`config.mk`:
```
export PLATFORM = sky130hd
export DESIGN_NAME = cer_responder
export DESIGN_NICKNAME = d
export VERILOG_FILES = /design/src/core/cer_pkg.sv /design/src/core/cer_txset.sv /design/src/core/cer_responder.sv
export SDC_FILE = /design/constraint.sdc
export NUM_CORES = 1
export LEC_CHECK = 0
export ABC_AREA = 1
export CAP_MARGIN = 20
export CORE_AREA = 5 5 84 86
export CTS_CLUSTER_SIZE = 25
export DETAILED_ROUTE_END_ITERATION = 12
export DIE_AREA = 0 0 89 91
export DONT_BUFFER_PORTS = 1
export SYNTH_ARGS = -nofsm -noshare
export SYNTH_HDL_FRONTEND = slang
export SYNTH_HIERARCHICAL = 1
export SYNTH_SLANG_ARGS = --single-unit
```
`constraint.sdc`:
```
create_clock -name ref_clk -period 1.43 [get_ports ref_clk]
set_clock_uncertainty 0.2 [all_clocks]
set_input_delay 0 -clock ref_clk [delete_from_list [all_inputs] [get_ports ref_clk]]
set_output_delay 0 -clock ref_clk [all_outputs]
set_load 0.02 [all_outputs]
```
`src/core/cer_pkg.sv`:
```
// Package for the channel estimation responder: types, encodings, constants
package cer_pkg;

   // ***************************************************************
   // Request flag encodings
   // ***************************************************************
   localparam logic [1:0] CER_FLAG_NONE = 2'h0;
   localparam logic [1:0] CER_FLAG_REPORT = 2'h1;
   localparam logic [1:0] CER_FLAG_EXT_ACK = 2'h2;
   localparam logic [1:0] CER_FLAG_PART_ACK = 2'h3;

   // ***************************************************************
   // Report transmission settings
   // ***************************************************************
   localparam logic [3:0] CER_RPT_MIN_REPEAT = 4'h4;
   localparam logic [1:0] CER_RATE_HALF = 2'h0;
   localparam logic [1:0] CER_RATE_TWO_THIRDS = 2'h1;

   // ***************************************************************
   // Field widths and reset values
   // ***************************************************************
   localparam int CER_TONE_W = 8;
   localparam logic [CER_TONE_W-1:0] CER_TONE_RST = 8'hff;
   localparam logic [2:0] CER_MOD_RST = 3'h0;
   localparam logic [3:0] CER_REP_RST = 4'h4;
   localparam logic CER_ILV_RST = 1'b0;
   localparam logic [1:0] CER_RATE_RST = CER_RATE_HALF;
   localparam logic [7:0] CER_RS_RST = 8'hff;

   // ***************************************************************
   // Response kinds
   // ***************************************************************
   typedef enum logic [1:0] {
      CER_RSP_REPORT = 2'b00,
      CER_RSP_EXT_ACK = 2'b01,
      CER_RSP_PART_ACK = 2'b10
   } cer_rsp_kind_t;

   // Full recommendation
   typedef struct packed {
      logic [CER_TONE_W-1:0] tone_mask;
      logic [2:0] modulation;
      logic [3:0] repetition;
      logic interleaver_mode;
      logic [1:0] code_rate;
      logic [7:0] max_rs_size;
   } cer_reco_t;

   // Transmission settings for an outgoing frame
   typedef struct packed {
      logic robust_comm_mode;
      logic [1:0] code_rate;
      logic [3:0] repetition;
   } cer_txset_t;

   // Received request event
   typedef struct packed {
      logic is_request_message;
      logic header_ok;
      logic [1:0] parameter_request_flag;
      logic [15:0] source_addr;
   } cer_rx_t;

   // Outgoing response descriptor
   typedef struct packed {
      cer_rsp_kind_t kind;
      logic unable_to_comply;
      logic partial;
      logic [15:0] dest_addr;
      cer_reco_t reco;
      cer_txset_t txset;
   } cer_rsp_t;

endpackage

```
`src/core/cer_txset.sv`:
```
// Transmission settings selector for responses
`timescale 1ns/1ps
`default_nettype none
module cer_txset
   import cer_pkg::*;
(
   input wire logic is_report,
   input wire logic [3:0] link_repetition,
   input wire logic [1:0] link_code_rate,
   output var cer_txset_t txset
);

   logic [3:0] rep_floor;

   assign rep_floor = (link_repetition < CER_RPT_MIN_REPEAT) ? CER_RPT_MIN_REPEAT
                      : link_repetition;

   always_comb
   begin
      if (is_report)
      begin
         txset.robust_comm_mode = 1'b1;
         txset.code_rate = CER_RATE_HALF;
         txset.repetition = rep_floor;
      end
      else
      begin
         txset.robust_comm_mode = 1'b0;
         txset.code_rate = link_code_rate;
         txset.repetition = link_repetition;
      end
   end

endmodule
`default_nettype wire

```
`src/core/cer_responder.sv`:
```
// Channel estimation responder: decodes requests and issues recommendations
//
// Contract
// - A recommendation carries tone mask, modulation, repetition, interleaver, code rate and max RS size.
// - A dedicated request message is answered by a report message with the full recommendation.
// - A clean header with request flag 01 is answered by a report message.
// - A clean header with request flag 10 is answered by an extended acknowledgement with the full recommendation.
// - A clean header with request flag 11 is answered by a normal acknowledgement with a partial set.
// - If the extended acknowledgement cannot carry the report, one is still sent marked unable to comply.
// - Report messages go in robust mode at code rate 1/2 with at least 4 repetitions.
`timescale 1ns/1ps
`default_nettype none
module cer_responder
   import cer_pkg::*;
#(
   parameter bit EXT_ACK_CAPABLE = 1'b1
)
(
   input wire logic ref_clk,
   input wire logic rst_n,
   input wire logic rx_valid,
   input wire cer_rx_t rx,
   output logic rx_ready,
   input wire cer_reco_t reco_in,
   input wire logic [3:0] link_repetition,
   input wire logic [1:0] link_code_rate,
   output logic rsp_valid,
   input wire logic rsp_ready,
   output var cer_rsp_t rsp
);

   // ***************************************************************
   // Request decode
   // ***************************************************************
   logic want_rsp;
   cer_rsp_kind_t kind_d;
   logic unable_d;
   logic partial_d;
   cer_txset_t txset_w;
   cer_reco_t reco_d;
   logic is_report_w;

   always_comb
   begin
      want_rsp = 1'b0;
      kind_d = CER_RSP_REPORT;
      unable_d = 1'b0;
      partial_d = 1'b0;
      if (rx.is_request_message)
      begin
         want_rsp = 1'b1;
         kind_d = CER_RSP_REPORT;
      end
      else if (rx.header_ok)
      begin
         unique case (rx.parameter_request_flag)
            CER_FLAG_NONE:
            begin
               want_rsp = 1'b0;
            end
            CER_FLAG_REPORT:
            begin
               want_rsp = 1'b1;
               kind_d = CER_RSP_REPORT;
            end
            CER_FLAG_EXT_ACK:
            begin
               want_rsp = 1'b1;
               kind_d = CER_RSP_EXT_ACK;
               unable_d = !EXT_ACK_CAPABLE;
            end
            CER_FLAG_PART_ACK:
            begin
               want_rsp = 1'b1;
               kind_d = CER_RSP_PART_ACK;
               partial_d = 1'b1;
            end
         endcase
      end
      // Bad header: no response
   end

   // Partial set keeps modulation, repetition and code rate only
   always_comb
   begin
      reco_d = reco_in;
      if (partial_d)
      begin
         reco_d.tone_mask = '0;
         reco_d.interleaver_mode = 1'b0;
         reco_d.max_rs_size = '0;
      end
      else if (unable_d)
      begin
         reco_d = '0;
      end
   end

   assign is_report_w = (kind_d == CER_RSP_REPORT);

   cer_txset u_txset
   (
      .is_report(is_report_w),
      .link_repetition(link_repetition),
      .link_code_rate(link_code_rate),
      .txset(txset_w)
   );

   // ***************************************************************
   // Response holding stage
   // ***************************************************************
   typedef enum logic {
      CER_ST_IDLE = 1'b0,
      CER_ST_HOLD = 1'b1
   } cer_hold_st_t;

   cer_hold_st_t state_q;
   cer_hold_st_t state_d;
   logic take_w;
   cer_rsp_kind_t kind_q;
   logic unable_q;
   logic partial_q;
   logic [15:0] dest_q;
   cer_reco_t reco_q;
   cer_txset_t txset_q;

   // Stage frees in the cycle its response is consumed
   assign rx_ready = (state_q == CER_ST_IDLE) || rsp_ready;
   assign take_w = rx_ready && rx_valid && want_rsp;
   assign rsp_valid = (state_q == CER_ST_HOLD);
   assign rsp = {kind_q, unable_q, partial_q, dest_q, reco_q, txset_q};

   always_comb
   begin
      state_d = state_q;
      unique case (state_q)
         CER_ST_IDLE:
         begin
            if (take_w)
            begin
               state_d = CER_ST_HOLD;
            end
         end
         CER_ST_HOLD:
         begin
            if (rsp_ready && !take_w)
            begin
               state_d = CER_ST_IDLE;
            end
         end
      endcase
   end

   always_ff @(posedge ref_clk or negedge rst_n)
   begin
      if (!rst_n)
      begin
         state_q <= CER_ST_IDLE;
      end
      else
      begin
         state_q <= state_d;
      end
   end

   // ***************************************************************
   // Response fields, loaded on each accepted request that wants a response
   // ***************************************************************
   always_ff @(posedge ref_clk or negedge rst_n)
   begin
      if (!rst_n)
      begin
         kind_q <= CER_RSP_REPORT;
         unable_q <= 1'b0;
         partial_q <= 1'b0;
      end
      else if (take_w)
      begin
         kind_q <= kind_d;
         unable_q <= unable_d;
         partial_q <= partial_d;
      end
   end

   always_ff @(posedge ref_clk or negedge rst_n)
   begin
      if (!rst_n)
      begin
         dest_q <= '0;
      end
      else if (take_w)
      begin
         dest_q <= rx.source_addr;
      end
   end

   always_ff @(posedge ref_clk or negedge rst_n)
   begin
      if (!rst_n)
      begin
         reco_q <= '0;
      end
      else if (take_w)
      begin
         reco_q <= reco_d;
      end
   end

   always_ff @(posedge ref_clk or negedge rst_n)
   begin
      if (!rst_n)
      begin
         txset_q <= '0;
      end
      else if (take_w)
      begin
         txset_q <= txset_w;
      end
   end

endmodule
`default_nettype wire

```
==> flow_summary.ini <==
[timing]
period_share_pct = 93.88
finalSetupTns_ns = 0
fmax_mhz = 744.9
drv_slew = 0
setup_viol = 0
rsz0062_at_grt = no
whs_ns = 0.01067
setup_slack_ns = 0.08748
hold_viol_final = 0
fin_crit_ns = 1.343

[synth]
ys_ff_latch = 52
syn_nets = 344
syn_area_mm2 = 0.002414
synth_cell_types = 22
syn_inst = 288
syn_area_per_cell_um2 = 8.380
seq_area_frac_synth_pct = 53.91
ys_warn_count = 6

[placement]
dpl-instance-area_mm2 = 0.002459
pre_cts_ws_ns = 0.08500
place_hpwl_mm = 3.884
gp_congestion = 0.7129
placement.io_buffers = 0
dp_cells = 358

[die]
num_rows = 29
die_h_um = 91
die_area_mm2 = 0.008099
die_w_um = 89
ios = 111
core_region_area_mm2 = 0.006205
start_util_pct = 38.90

[power_and_ir_drop]
leakagePower_nw = 1.685
ir_worst_vdd_uv = 617.4
total_power_mw = 3.690
power_density_mw_per_mm2 = 1179

[setup_path]
crit_arrival_ns = 1.33
cp-start-kind = flop
required_ns = 1.42
cp-end-kind = flop
path_class = reg2reg
crit_path_max_fanout = 37

[global_route]
grt-ovfl-total = 0
grt_max_degree = 53
grt_pass1_vias = 2048
antenna_found_initial = 0
grt_usage_pct = 15.72
grt_pass1_wl_mm = 10.08

[clock_network]
clock_latency_ns = 0.30
htree_levels = 2
cts_tree = built
cts_root_buf = clkbuf_8
path_clk_slew_ns = 0.09
clockBufferDepth = 2
cts.sinks = 52
cts_buffers = 5

[detailed_routing]
via_per_inst = 4.709
wl_per_cell_um = 14.47
firstDrtPassIters = 4
num_vias = 1987
drtIter0Drc = 68
drtAntennaViolNets = 0
wl_mm = 6.106
drcViolationCount = 0

[layout]
area_growth_pct = 29.70
nNetsFinal = 400
post-route-util_pct = 50.45
diodes = 0
final_cells = 422
final_cell_area_mm2 = 0.003131
drive_gt1_share_pct = 10.14

[job]
drv_cap = 0

[run_status]
status = finished clean

[worst_hold_path]
worstHoldPathType = in2reg
[what timing repair did]
item,CTS,global route
setup endpoints to repair,0,5
hold buffers,53,2
setup buffers,0,1
gates resized for setup,0,2
endpoints found under the hold margin,104,52
[layout make-up]
| class | instances | area (µm²) |
|---|---|---|
| sequential | 52 | 1301 |
| timing repair buffer | 67 | 676.9 |
| tap | 77 | 96.34 |
| fill | 564 | 3074 |
| clock buffer | 8 | 90.09 |
| inverter | 26 | 100.1 |
| multi-input combinational | 192 | 865.8 |
[cell usage after synthesis]
cell type	count	share of area, %
nand2_1	119	19
dfrtp_1	52	54
nand3_1	34	7.1
inv_1	23	3.6
nor2_1	22	3.4
buf_2	6	1.2
buf_6	6	2.8
nand2_2	6	1.6
buf_4	4	1.2
a21oi_1	2	0.41
inv_2	2	0.31
nor2_4	2	0.93
buf_12	1	0.83
clkbuf_1	1	0.16
conb_1	1	0.16
inv_4	1	0.26
nand2_4	1	0.47
nand2_8	1	0.83
nand3_4	1	0.73
nand3b_1	1	0.31
nor2_8	1	0.83
o21bai_2	1	0.47
[cells by family (layout without fill, tap and decap cells)]
logic type      count (synthesis)  count (layout)  share of synthesized area, %
simple gates                  188             188                         34.63
buf+inv                        44             101                         10.42
flops                          52              52                         53.91
other cells                     1               1                        0.1554
compound gates                  3               3                        0.8813
[per-layer routing]
layer  track usage (%)  share of wire, %
met1             19.11                39
met2             25.68                49
met3             6.968                11
met4             3.474               1.0
met5                 0                 0
[worst max-delay path: stages (launching register included)]
cell and delay [ns]:
dfrtp_1 0.41, nand2_4 0.10, nand2_8 0.07, inv_4 0.09
nand2_4 0.06, buf_12 0.17, nand2_1 0.07, nand2_1 0.06
[worst paths after layout]
kind,to,slack (ns),cells past startpoint,from
min in group asynchronous,rsp[1]$_DFFE_PN0P_,0.02,2,rst_n
max in group asynchronous,dest_q[3]$_DFFE_PN0P_,0.78,2,rst_n
worst min register to register,kind_q[1]$_DFFE_PN0P_,0.29,2,kind_q[1]$_DFFE_PN0P_
worst max-delay path,dest_q[6]$_DFFE_PN0P_,0.09,7,rsp_valid$_DFF_PN0_
worst min-delay path,kind_q[1]$_DFFE_PN0P_,0.01,5,rx[18]
worst max register to register,dest_q[6]$_DFFE_PN0P_,0.09,7,rsp_valid$_DFF_PN0_
[registers in the layout, summed over array words and instances, names as in the netlist]
register / count
rsp: 33
dest_q: 16
kind_q: 2
rsp_valid: 1
[placed cells by master (no fill, tap or decap), types with 5 or more instances in the layout]
master         Yosys  final
buf_4              4     10
nor2_1            22     22
dlygate4sd3_1      0     53
nand2_1          119    119
clkbuf_8           0      6
nand2_2            6      5
inv_1             23     23
nand3_1           34     34
dfrtp_1           52     52
[power breakdown]
| part | total, mW | internal (mW) | switching [mW] |
|---|---|---|---|
| Combinational | 0.644 | 0.290 | 0.354 |
| Clock | 0.847 | 0.396 | 0.452 |
| Sequential | 2.20 | 1.71 | 0.487 |
| Total | 3.69 | 2.40 | 1.29 |
Power figures use the tool's default switching activity.
